File: src/design/csamr_consts.svh
// Purpose: Constants for the calibration, status and alarm mask register bank.
// Assumes: Register indexes are word indexes; the byte address is four times the index.
// Notes: Field positions live in the packed structs of csamr_pkg.
`ifndef CSAMR_CONSTS_SVH
`define CSAMR_CONSTS_SVH

`define CSAMR_IDX_CAL_ENABLE 6'h08
`define CSAMR_IDX_USER_GAIN 6'h09
`define CSAMR_IDX_USER_OFFSET 6'h0a
`define CSAMR_IDX_STATUS 6'h0b
`define CSAMR_IDX_ALARM_MASK 6'h0c

`define CSAMR_RST_ZERO 16'h0000
`define CSAMR_RST_STATUS 16'h1000

// Bits that are sticky, cleared by writing one, and able to raise the alarm.
`define CSAMR_STICKY_BITS 16'h083f
// Mask bits that software can hold; the others read as zero.
`define CSAMR_MASK_BITS 16'h083f

`define CSAMR_GAIN_UNITY 17'h10000
`define CSAMR_SYNC_STAGES 2

`endif

File: src/design/csamr_pkg.sv
// Purpose: Types shared by the register bank modules.
// Assumes: All registers are 16 bits wide.
// Notes: Field order follows the bit layout from bit 15 down to bit 0.
package csamr_pkg;

  typedef struct packed {
    logic [2:0] reserved;
    logic load_learn_done;
    logic watchdog_fault_flag;
    logic converter_d_power_good;
    logic converter_c_power_good;
    logic converter_b_power_good;
    logic converter_a_power_good;
    logic toggle_readback;
    logic frame_check_error;
    logic overheat_flag;
    logic channel_d_fault;
    logic channel_c_fault;
    logic channel_b_fault;
    logic channel_a_fault;
  } csamr_status_type;

  typedef struct packed {
    logic [3:0] reserved_high;
    logic mask_watchdog_alarm;
    logic [4:0] reserved_mid;
    logic mask_frame_check_alarm;
    logic mask_overheat_alarm;
    logic mask_channel_d_alarm;
    logic mask_channel_c_alarm;
    logic mask_channel_b_alarm;
    logic mask_channel_a_alarm;
  } csamr_mask_type;

endpackage

File: src/design/csamr_sync.sv
// Purpose: Two-stage synchroniser for a group of pin levels.
// Assumes: Each bit is a slow level; no bus coherence across bits is implied.
// Notes: The first stage feeds only the second stage.
module csamr_sync #(
  parameter int WIDTH = 9
) (
  input wire logic clk,
  input wire logic rst,
  input wire logic [WIDTH-1:0] async_in,
  output logic [WIDTH-1:0] sync_out
);

  if (WIDTH < 1) begin : g_bad_width
    $error("csamr_sync needs at least one bit");
  end

  logic [WIDTH-1:0] meta;

  always_ff @(posedge clk or posedge rst) begin
    if (rst) begin
      meta <= '0;
      sync_out <= '0;
    end else begin
      meta <= async_in;
      sync_out <= meta;
    end
  end

endmodule

File: src/design/csamr_regs.sv
// Purpose: Calibration, status and alarm mask registers of a four-channel converter, Avalon-MM slave.
// Assumes: 32-bit Avalon-MM with byte addresses; 16-bit registers sit in the low half of a word.
// Notes: Gain is a signed fraction around unity, offset a signed code; both pass only while enabled.
//
// Overview of operation
// - Calibration enable bit zero turns on gain and offset correction; resets off.
// - User gain register holds sixteen read-write bits, resets to zero.
// - User offset register holds sixteen read-write bits, resets to zero.
// - Status bit twelve shows load learning finished; status resets to 0x1000.
// - Status bit eleven is set on a watchdog fault; resets to zero.
// - Status bits ten to seven show converter D to A power good.
// - Status bit six mirrors the host toggle bit for readback.
// - Status bit five is set on a received frame check error.
// - Status bit four is set on an overheat condition.
// - Status bits three to zero flag faults on channels D to A.
// - Mask bit eleven keeps a watchdog fault off the alarm pin.
// - Mask bit five keeps a frame check error off the alarm pin.
// - Mask bit four keeps overheat off the alarm pin.
// - Mask bits three to zero keep channel faults off the alarm pin.
//
// The implementer's own choice: the Avalon-MM interface to the registers.
`include "csamr_consts.svh"

module csamr_regs #(
  parameter int ADDR_W = 8,
  parameter int DATA_W = 32
) (
  input wire logic SYS_CLK,
  input wire logic RST,
  input wire logic [ADDR_W-1:0] ADDRESS,
  input wire logic READ,
  input wire logic WRITE,
  input wire logic [DATA_W-1:0] WRITEDATA,
  input wire logic [3:0] BYTEENABLE,
  output logic [DATA_W-1:0] READDATA,
  output logic WAITREQUEST,
  input wire logic LEARN_START,
  input wire logic LEARN_FINISH,
  input wire logic WATCHDOG_EXPIRED,
  input wire logic FRAME_CRC_BAD,
  input wire logic HOST_TOGGLE_BIT,
  input wire logic [3:0] POWER_GOOD_PINS,
  input wire logic OVERHEAT_PIN,
  input wire logic [3:0] CHANNEL_FAULT_PINS,
  input wire logic [15:0] DAC_CODE_IN,
  input wire logic DAC_CODE_VALID,
  output logic CALIBRATION_ON,
  output logic [15:0] USER_GAIN_VALUE,
  output logic [15:0] USER_OFFSET_VALUE,
  output logic [15:0] CORRECTED_CODE,
  output logic CORRECTED_VALID,
  output logic ALARM
);

  if (DATA_W != 32) begin : g_bad_data
    $error("csamr_regs supports only 32-bit data");
  end
  if (ADDR_W < 8) begin : g_bad_addr
    $error("csamr_regs needs at least 8 address bits");
  end

  csamr_pkg::csamr_status_type status;
  csamr_pkg::csamr_mask_type mask;
  csamr_pkg::csamr_status_type set_flags;
  csamr_pkg::csamr_status_type next_status;
  logic [8:0] pin_sync;
  logic [3:0] pg_sync;
  logic overheat_sync;
  logic [3:0] fault_sync;
  logic [5:0] index;
  logic aligned;
  logic [15:0] lane_mask;
  logic wr_take;
  logic [15:0] wdata16;
  logic [15:0] clr_word;
  logic [15:0] rd_word;
  logic [15:0] src_bits;

  // Power good, overheat and channel fault arrive from analog comparators off the clock domain.
  csamr_sync #(
    .WIDTH(9)
  ) u_pin_sync (
    .clk(SYS_CLK),
    .rst(RST),
    .async_in({POWER_GOOD_PINS, OVERHEAT_PIN, CHANNEL_FAULT_PINS}),
    .sync_out(pin_sync)
  );

  assign pg_sync = pin_sync[8:5];
  assign overheat_sync = pin_sync[4];
  assign fault_sync = pin_sync[3:0];

  // Bus decode. A register answers only at a word-aligned address; anything else reads zero.
  assign index = ADDRESS[7:2];
  assign aligned = (ADDRESS[1:0] == 2'h0) && ((ADDRESS >> 8) == '0);
  assign lane_mask = {{8{BYTEENABLE[1]}}, {8{BYTEENABLE[0]}}};
  assign wdata16 = WRITEDATA[15:0];
  // A write counts only at the edge where the master sees waitrequest low.
  assign wr_take = WRITE && !WAITREQUEST && aligned;

  always_ff @(posedge SYS_CLK or posedge RST) begin
    if (RST) begin
      WAITREQUEST <= 1'b1;
    end else if (WAITREQUEST && (READ || WRITE)) begin
      WAITREQUEST <= 1'b0;
    end else begin
      WAITREQUEST <= 1'b1;
    end
  end

  always_comb begin
    rd_word = 16'h0000;
    if (aligned) begin
      case (index)
        `CSAMR_IDX_CAL_ENABLE: rd_word = {15'h0, CALIBRATION_ON};
        `CSAMR_IDX_USER_GAIN: rd_word = USER_GAIN_VALUE;
        `CSAMR_IDX_USER_OFFSET: rd_word = USER_OFFSET_VALUE;
        `CSAMR_IDX_STATUS: rd_word = status;
        `CSAMR_IDX_ALARM_MASK: rd_word = mask;
        default: rd_word = 16'h0000;
      endcase
    end
  end

  // Read data is loaded with the acknowledge so it stands at the sampling edge.
  always_ff @(posedge SYS_CLK or posedge RST) begin
    if (RST) begin
      READDATA <= '0;
    end else if (WAITREQUEST && READ) begin
      READDATA <= {16'h0000, rd_word};
    end
  end

  always_ff @(posedge SYS_CLK or posedge RST) begin
    if (RST) begin
      CALIBRATION_ON <= 1'b0;
    end else if (wr_take && index == `CSAMR_IDX_CAL_ENABLE && BYTEENABLE[0]) begin
      CALIBRATION_ON <= wdata16[0];
    end
  end

  always_ff @(posedge SYS_CLK or posedge RST) begin
    if (RST) begin
      USER_GAIN_VALUE <= `CSAMR_RST_ZERO;
    end else if (wr_take && index == `CSAMR_IDX_USER_GAIN) begin
      USER_GAIN_VALUE <= (USER_GAIN_VALUE & ~lane_mask) | (wdata16 & lane_mask);
    end
  end

  always_ff @(posedge SYS_CLK or posedge RST) begin
    if (RST) begin
      USER_OFFSET_VALUE <= `CSAMR_RST_ZERO;
    end else if (wr_take && index == `CSAMR_IDX_USER_OFFSET) begin
      USER_OFFSET_VALUE <= (USER_OFFSET_VALUE & ~lane_mask) | (wdata16 & lane_mask);
    end
  end

  // Only the defined mask bits are stored, so reserved positions cannot steer the alarm.
  always_ff @(posedge SYS_CLK or posedge RST) begin
    if (RST) begin
      mask <= `CSAMR_RST_ZERO;
    end else if (wr_take && index == `CSAMR_IDX_ALARM_MASK) begin
      mask <= ((mask & ~lane_mask) | (wdata16 & lane_mask)) & `CSAMR_MASK_BITS;
    end
  end

  // Fault flags are sticky and cleared by writing one; a set in the same cycle beats the clear.
  assign clr_word = (wr_take && index == `CSAMR_IDX_STATUS) ? (wdata16 & lane_mask & `CSAMR_STICKY_BITS) : 16'h0000;

  always_comb begin
    set_flags = `CSAMR_RST_ZERO;
    set_flags.watchdog_fault_flag = WATCHDOG_EXPIRED;
    set_flags.frame_check_error = FRAME_CRC_BAD;
    set_flags.overheat_flag = overheat_sync;
    set_flags.channel_d_fault = fault_sync[3];
    set_flags.channel_c_fault = fault_sync[2];
    set_flags.channel_b_fault = fault_sync[1];
    set_flags.channel_a_fault = fault_sync[0];
    next_status = ((status & ~clr_word) | set_flags) & `CSAMR_STICKY_BITS;
    // Finish wins over a start that lands in the same cycle.
    next_status.load_learn_done = LEARN_FINISH || (status.load_learn_done && !LEARN_START);
    next_status.converter_d_power_good = pg_sync[3];
    next_status.converter_c_power_good = pg_sync[2];
    next_status.converter_b_power_good = pg_sync[1];
    next_status.converter_a_power_good = pg_sync[0];
    next_status.toggle_readback = HOST_TOGGLE_BIT;
    next_status.reserved = 3'h0;
  end

  always_ff @(posedge SYS_CLK or posedge RST) begin
    if (RST) begin
      status <= `CSAMR_RST_STATUS;
    end else begin
      status <= next_status;
    end
  end

  // Power good, learn and toggle bits are outside the sticky set and never reach the alarm.
  assign src_bits = status & `CSAMR_STICKY_BITS;

  always_ff @(posedge SYS_CLK or posedge RST) begin
    if (RST) begin
      ALARM <= 1'b0;
    end else begin
      ALARM <= |(src_bits & ~mask);
    end
  end

  // Correction: code times (1 + gain/65536) plus offset, saturated to the code range.
  // The gain factor is kept modulo 2^17, which holds it exactly within 0.5 to 1.5.
  logic [16:0] gain_factor;
  logic [32:0] product;
  logic [18:0] corr_sum;
  logic [15:0] next_code;

  assign gain_factor = `CSAMR_GAIN_UNITY + {USER_GAIN_VALUE[15], USER_GAIN_VALUE};
  assign product = {17'h0, DAC_CODE_IN} * {16'h0000, gain_factor};
  assign corr_sum = {2'b00, product[32:16]} + {{3{USER_OFFSET_VALUE[15]}}, USER_OFFSET_VALUE};

  always_comb begin
    if (!CALIBRATION_ON) begin
      next_code = DAC_CODE_IN;
    end else if (corr_sum[18]) begin
      next_code = 16'h0000;
    end else if (corr_sum[17:16] != 2'h0) begin
      next_code = 16'hffff;
    end else begin
      next_code = corr_sum[15:0];
    end
  end

  always_ff @(posedge SYS_CLK or posedge RST) begin
    if (RST) begin
      CORRECTED_CODE <= 16'h0000;
      CORRECTED_VALID <= 1'b0;
    end else begin
      CORRECTED_VALID <= DAC_CODE_VALID;
      if (DAC_CODE_VALID) begin
        CORRECTED_CODE <= next_code;
      end
    end
  end

  AST_CAL_WRITE: assert property (@(posedge SYS_CLK) disable iff (RST)
    (wr_take && index == `CSAMR_IDX_CAL_ENABLE && BYTEENABLE[0]) |=> (CALIBRATION_ON == $past(WRITEDATA[0])))
    else $error("calibration enable did not take the written bit");

  AST_CAL_OFF_PASS: assert property (@(posedge SYS_CLK) disable iff (RST)
    (DAC_CODE_VALID && !CALIBRATION_ON) |=> (CORRECTED_VALID && CORRECTED_CODE == $past(DAC_CODE_IN)))
    else $error("code changed while correction was off");

  AST_GAIN_WRITE: assert property (@(posedge SYS_CLK) disable iff (RST)
    (wr_take && index == `CSAMR_IDX_USER_GAIN && BYTEENABLE[1:0] == 2'h3)
    |=> (USER_GAIN_VALUE == $past(WRITEDATA[15:0])))
    else $error("gain register did not take the written value");

  AST_OFFSET_WRITE: assert property (@(posedge SYS_CLK) disable iff (RST)
    (wr_take && index == `CSAMR_IDX_USER_OFFSET && BYTEENABLE[1:0] == 2'h3)
    |=> (USER_OFFSET_VALUE == $past(WRITEDATA[15:0])))
    else $error("offset register did not take the written value");

  AST_LEARN_DONE: assert property (@(posedge SYS_CLK) disable iff (RST)
    LEARN_FINISH |=> status.load_learn_done)
    else $error("learn done not set after finish");

  AST_LEARN_START: assert property (@(posedge SYS_CLK) disable iff (RST)
    (LEARN_START && !LEARN_FINISH) |=> !status.load_learn_done)
    else $error("learn done not cleared by start");

  AST_WATCHDOG_SET_WINS: assert property (@(posedge SYS_CLK) disable iff (RST)
    WATCHDOG_EXPIRED |=> status.watchdog_fault_flag)
    else $error("watchdog flag lost");

  AST_PG_FOLLOW: assert property (@(posedge SYS_CLK) disable iff (RST)
    ##3 ({status.converter_d_power_good, status.converter_c_power_good,
          status.converter_b_power_good, status.converter_a_power_good} == $past(POWER_GOOD_PINS, 3)))
    else $error("power good bits do not follow the pins");

  AST_TOGGLE_COPY: assert property (@(posedge SYS_CLK) disable iff (RST)
    ##1 (status.toggle_readback == $past(HOST_TOGGLE_BIT)))
    else $error("toggle readback differs from the host toggle bit");

  AST_CRC_SET: assert property (@(posedge SYS_CLK) disable iff (RST)
    FRAME_CRC_BAD |=> status.frame_check_error)
    else $error("frame check flag lost");

  AST_HEAT_SET: assert property (@(posedge SYS_CLK) disable iff (RST)
    ##3 (!$past(OVERHEAT_PIN, 3) || status.overheat_flag))
    else $error("overheat flag not set three cycles after the pin");

  AST_FAULT_SET: assert property (@(posedge SYS_CLK) disable iff (RST)
    ##3 (({status.channel_d_fault, status.channel_c_fault, status.channel_b_fault, status.channel_a_fault}
          & $past(CHANNEL_FAULT_PINS, 3)) == $past(CHANNEL_FAULT_PINS, 3)))
    else $error("channel fault flag not set from its pin");

  AST_MASK_WATCHDOG: assert property (@(posedge SYS_CLK) disable iff (RST)
    (mask.mask_watchdog_alarm && src_bits == 16'h0800) |=> !ALARM)
    else $error("masked watchdog fault raised the alarm");

  AST_MASK_CRC: assert property (@(posedge SYS_CLK) disable iff (RST)
    (mask.mask_frame_check_alarm && src_bits == 16'h0020) |=> !ALARM)
    else $error("masked frame check error raised the alarm");

  AST_MASK_HEAT: assert property (@(posedge SYS_CLK) disable iff (RST)
    (mask.mask_overheat_alarm && src_bits == 16'h0010) |=> !ALARM)
    else $error("masked overheat raised the alarm");

  AST_MASK_FAULT: assert property (@(posedge SYS_CLK) disable iff (RST)
    (mask[3:0] == 4'hf && src_bits[11:4] == 8'h00) |=> !ALARM)
    else $error("masked channel faults raised the alarm");

  AST_ALARM_TRACK: assert property (@(posedge SYS_CLK) disable iff (RST)
    ##1 (ALARM == $past(|(src_bits & ~mask))))
    else $error("alarm pin does not match unmasked flags");

  AST_RSVD_ZERO: assert property (@(posedge SYS_CLK) disable iff (RST)
    (READ && !WAITREQUEST && aligned && index == `CSAMR_IDX_CAL_ENABLE) |-> (READDATA[31:1] == '0))
    else $error("reserved calibration bits read nonzero");

  AST_ONE_WAIT: assert property (@(posedge SYS_CLK) disable iff (RST)
    ((READ || WRITE) && WAITREQUEST) |=> !WAITREQUEST ##1 WAITREQUEST)
    else $error("bus answer not one cycle wide");

  COV_ALARM_RISE: cover property (@(posedge SYS_CLK) disable iff (RST) $rose(ALARM));
  COV_STATUS_CLEAR: cover property (@(posedge SYS_CLK) disable iff (RST) (clr_word != 16'h0000));
  COV_CAL_ACTIVE: cover property (@(posedge SYS_CLK) disable iff (RST) (CALIBRATION_ON && DAC_CODE_VALID));
  COV_SET_CLEAR_RACE: cover property (@(posedge SYS_CLK) disable iff (RST) (clr_word[11] && WATCHDOG_EXPIRED));

endmodule

File: config.mk
export PLATFORM = sky130hd
export DESIGN_NAME = csamr_regs
export DESIGN_NICKNAME = d
export VERILOG_FILES = /design/src/design/csamr_pkg.sv /design/src/design/csamr_sync.sv /design/src/design/csamr_regs.sv
export VERILOG_INCLUDE_DIRS = /design/src /design/src/design
export SDC_FILE = /design/constraint.sdc
export NUM_CORES = 1
export LEC_CHECK = 0
export ABC_AREA = 1
export BUFFER_PORTS_ARGS = -buffer_cell sky130_fd_sc_hd__buf_2
export CAP_MARGIN = 20
export CELL_PAD_IN_SITES_DETAIL_PLACEMENT = 1
export CELL_PAD_IN_SITES_GLOBAL_PLACEMENT = 1
export CORE_MARGIN = 5
export CORE_UTILIZATION = 30
export DETAILED_ROUTE_END_ITERATION = 8
export PLACE_DENSITY_LB_ADDON = 0.1
export SLEW_MARGIN = 40
export SYNTH_ARGS = -nofsm -noshare
export SYNTH_HDL_FRONTEND = slang
export SYNTH_SLANG_ARGS = --single-unit
File: constraint.sdc
create_clock -name SYS_CLK -period 7.5 [get_ports SYS_CLK]
set_input_delay 1.5 -clock SYS_CLK [delete_from_list [all_inputs] [get_ports SYS_CLK]]
set_output_delay 1.5 -clock SYS_CLK [all_outputs]
set_load 0.005 [all_outputs]
==> flow_metrics.env <==
export IMPL_r2r_setup_slack_ps=340
export IMPL_worstRegToRegCells=32
export IMPL_grt_ovfl_total=0
export IMPL_die_y_um=234
export IMPL_route_detailed_drc=0
export IMPL_critPathCaptureType="flip-flop"
export IMPL_worstSetupPathType="in -> reg"
export IMPL_yosys_cell_count_top_type="nand2_1"
export IMPL_hp_start="u_pin_sync.sync_out[5]$_DFF_PP0_"
export IMPL_die_w_um=234
export IMPL_yosysSeqAreaShare_pct=17.6
export IMPL_multi_input_area_sq_mm=0.0119
export IMPL_required_ps=7800
export IMPL_power_density_mw_per_mm2=90.5
export IMPL_worstMarginPinSlew_ps=746
export IMPL_cts_buffers=9
export IMPL_path_depth=34
export IMPL_grt_pass1_wl_mm=86.5
export IMPL_yosys_warnings=0
export IMPL_hold_class="reg -> reg"
export IMPL_path_max_fanout=10
export IMPL_fillers=6026
export IMPL_synthTopCellsByCount="551 x nand2_1, 475 x inv_1, 208 x fa_1"
export IMPL_setup_violations_final=16
export IMPL_async_flop_share_pct=100
export IMPL_ioPinCount=163
export IMPL_initial_utilization_pct=30.2
export IMPL_p_total_uw=1870
export IMPL_rows=82
export IMPL_cts_tree="done"
export IMPL_drt_vias_per_instance=4.60
export IMPL_synth_top_area_share_pct=27.7
export IMPL_cap_violations=0
export IMPL_portBuffers=128
export IMPL_finalWirelength_mm=54.9
export IMPL_cp_slowest_cell="fa_2"
export IMPL_worst_slack_ps=-119
export IMPL_track_usage_pct=20.4
export IMPL_drt_first_pass_iters=4
export IMPL_peakVddDrop_mv=0.201
export IMPL_critPathTopFamily="adder cells"
export IMPL_worstHoldEndpoint="status[7]$_DFF_PP0_"
export IMPL_slew_viol_final=0
export IMPL_violations="setup timing"
export IMPL_antenna_left=0
export IMPL_grt_start_max_net_pins=74
export IMPL_antenna_found_initial=0
export IMPL_critPathArrivalTime_ps=7920
export IMPL_core_sq_mm=0.0499
export IMPL_clk_latency_ps=370
export IMPL_gp_congestion=0.845
export IMPL_antenna_cells=0
export IMPL_path_clk_slew_ps=80
export IMPL_skew_ps=16.0
export IMPL_synth_edf_count=0
export IMPL_finalNetCount=2707
export IMPL_synth_distinct_cells=49
export IMPL_synth_area_sq_mm=0.0150
export IMPL_dp_hpwl_mm=45.4
export IMPL_max_stage_delay_ps=540
export IMPL_startpoint="DAC_CODE_IN[3]"
export IMPL_area_growth_pct=37.3
export IMPL_cts_root_buffer="clkbuf_16"
export IMPL_fin_crit_sh_pct=102
export IMPL_holdBufCountCts=0
export IMPL_cts_max_level=3
export IMPL_placedCellCount=2918
export IMPL_netlist_instances=1984
export IMPL_drtIter0Drc=462
export IMPL_period_needed_ps=7620
export IMPL_synthFlopType="dfrtp_1"
export IMPL_hold_viol=0
export IMPL_ys_top_cells_by_area="fa_1 28%, dfrtp_1 17%, nand2_1 14%, inv_1 12%, ha_1 9.6%"
export IMPL_yosysTopAreaCell="fa_1"
export IMPL_cts_sinks=106
export IMPL_min_path_cells=0
export IMPL_regArea_sq_mm=0.00266
export IMPL_layout_drive_gt1_share_pct=32.5
export IMPL_r2r_end="CORRECTED_CODE[5]$_DFFE_PP0P_"
export IMPL_die_area_sq_mm=0.0547
export IMPL_ys_ff_latch=106
export IMPL_critPathBufInv=10
export IMPL_status="complete, but fails checks"
export IMPL_p_leak_uw=0.0110
export IMPL_cts_path_max_buffers=2
export IMPL_slew_headroom_pct=50.1
export IMPL_avgSynthCellArea_sq_um=7.58
export IMPL_fmax_mhz=131
export IMPL_fin_cells=2981
export IMPL_routed_via_count=13704
export IMPL_routedWlPerCell_um=18.4
export IMPL_start_kind="input pin"
export IMPL_rsz0062_at_grt="yes"
export IMPL_crit_top_cell="fa_1"
export IMPL_grt_pass1_vias=15380
timing repair:
action	4_1_cts	5_1_grt
endpoints found under the hold margin	0	0
setup buffers	34	11
resized for setup	249	240
setup endpoints to repair	16	16
pin swaps	57	141
gates cloned	4	2
layer usage:
metal	track usage [%]	vias up	routed length [um]
li1	-	6534	-
met1	26.5	6991	24100
met2	36.9	139	28300
met3	2.18	40	1660
met4	3.89	0	848
met5	0	-	0
cell usage in the layout (no fill, tap or decap), types with 11 or more instances in the layout:
cell,netlist,layout
conb_1,2,20
a21oi_2,10,30
nor2_4,1,19
buf_6,3,26
buf_2,9,113
nand2_4,2,47
buf_4,16,215
nand3_1,36,26
buf_12,0,23
o21ai_1,9,16
nand3_2,8,12
dfrtp_1,104,104
o21ai_0,75,57
fa_1,208,197
fa_2,0,11
nor2_1,81,54
nor2_2,7,16
nand4_1,26,26
inv_1,475,428
clkbuf_16,0,12
ha_1,116,85
a21oi_1,72,39
nand2_1,551,445
inv_2,4,47
a21oi_4,0,13
nand2_2,12,68
ha_4,0,30
power by group:
part	switching (uW)	internal [uW]	leakage, uW
logic	434	349	0.00951
registers	17.9	590	0.00133
clock network	245	232	0.000141
total	697	1170	0.0110
stage by stage:
stage                     util [%]  setup slack (ps)  hold slack [ps]  TNS, ps  instance area [sq um]
after floorplan                  -             -98.4              331     -915                  15200
after global placement        36.0             -1020              334   -15960                  17900
after detailed placement      36.0             -1060              336   -16600                  17900
after CTS                     39.4             -69.2              352     -665                  19600
after global routing          41.4              -331              364    -4840                  20700
final                         41.4              -119              348    -1280                  20700
area by class of cell:
cell class,instances,area share (%)
Multi-Input combinational cell,1318,57.5
Inverter,480,8.77
Clock inverter,7,0.303
Tap cell,672,4.07
Clock buffer,9,1.09
Timing Repair Buffer,389,15.4
Sequential cell,106,12.9
cell families (layout without fill, tap and decap cells):
logic type / Yosys count / after routing / share of synthesized area (%)
AOI/OAI and AO/OA: 211 / 211 / 8.10
and+or+nand+nor: 746 / 747 / 20.7
xor gates and xnor gates: 16 / 16 / 0.931
buffers and inverters: 579 / 885 / 15.2
adders and majority gates: 324 / 324 / 37.3
other: 2 / 20 / 0.0499
DFF: 106 / 106 / 17.6
how the worst max path moves through the flow:
stage / endpoint / slack, ps
finish: CORRECTED_CODE[5]$_DFFE_PP0P_ / -120
global route: CORRECTED_CODE[15]$_DFFE_PP0P_ / -330
detailed placement: CORRECTED_CODE[5]$_DFFE_PP0P_ / -1060
floorplan: CORRECTED_CODE[0]$_DFFE_PP0P_ / -100
global placement: CORRECTED_CODE[4]$_DFFE_PP0P_ / -1020
CTS: CORRECTED_CODE[4]$_DFFE_PP0P_ / -70
Power figures use the tool's default switching activity.
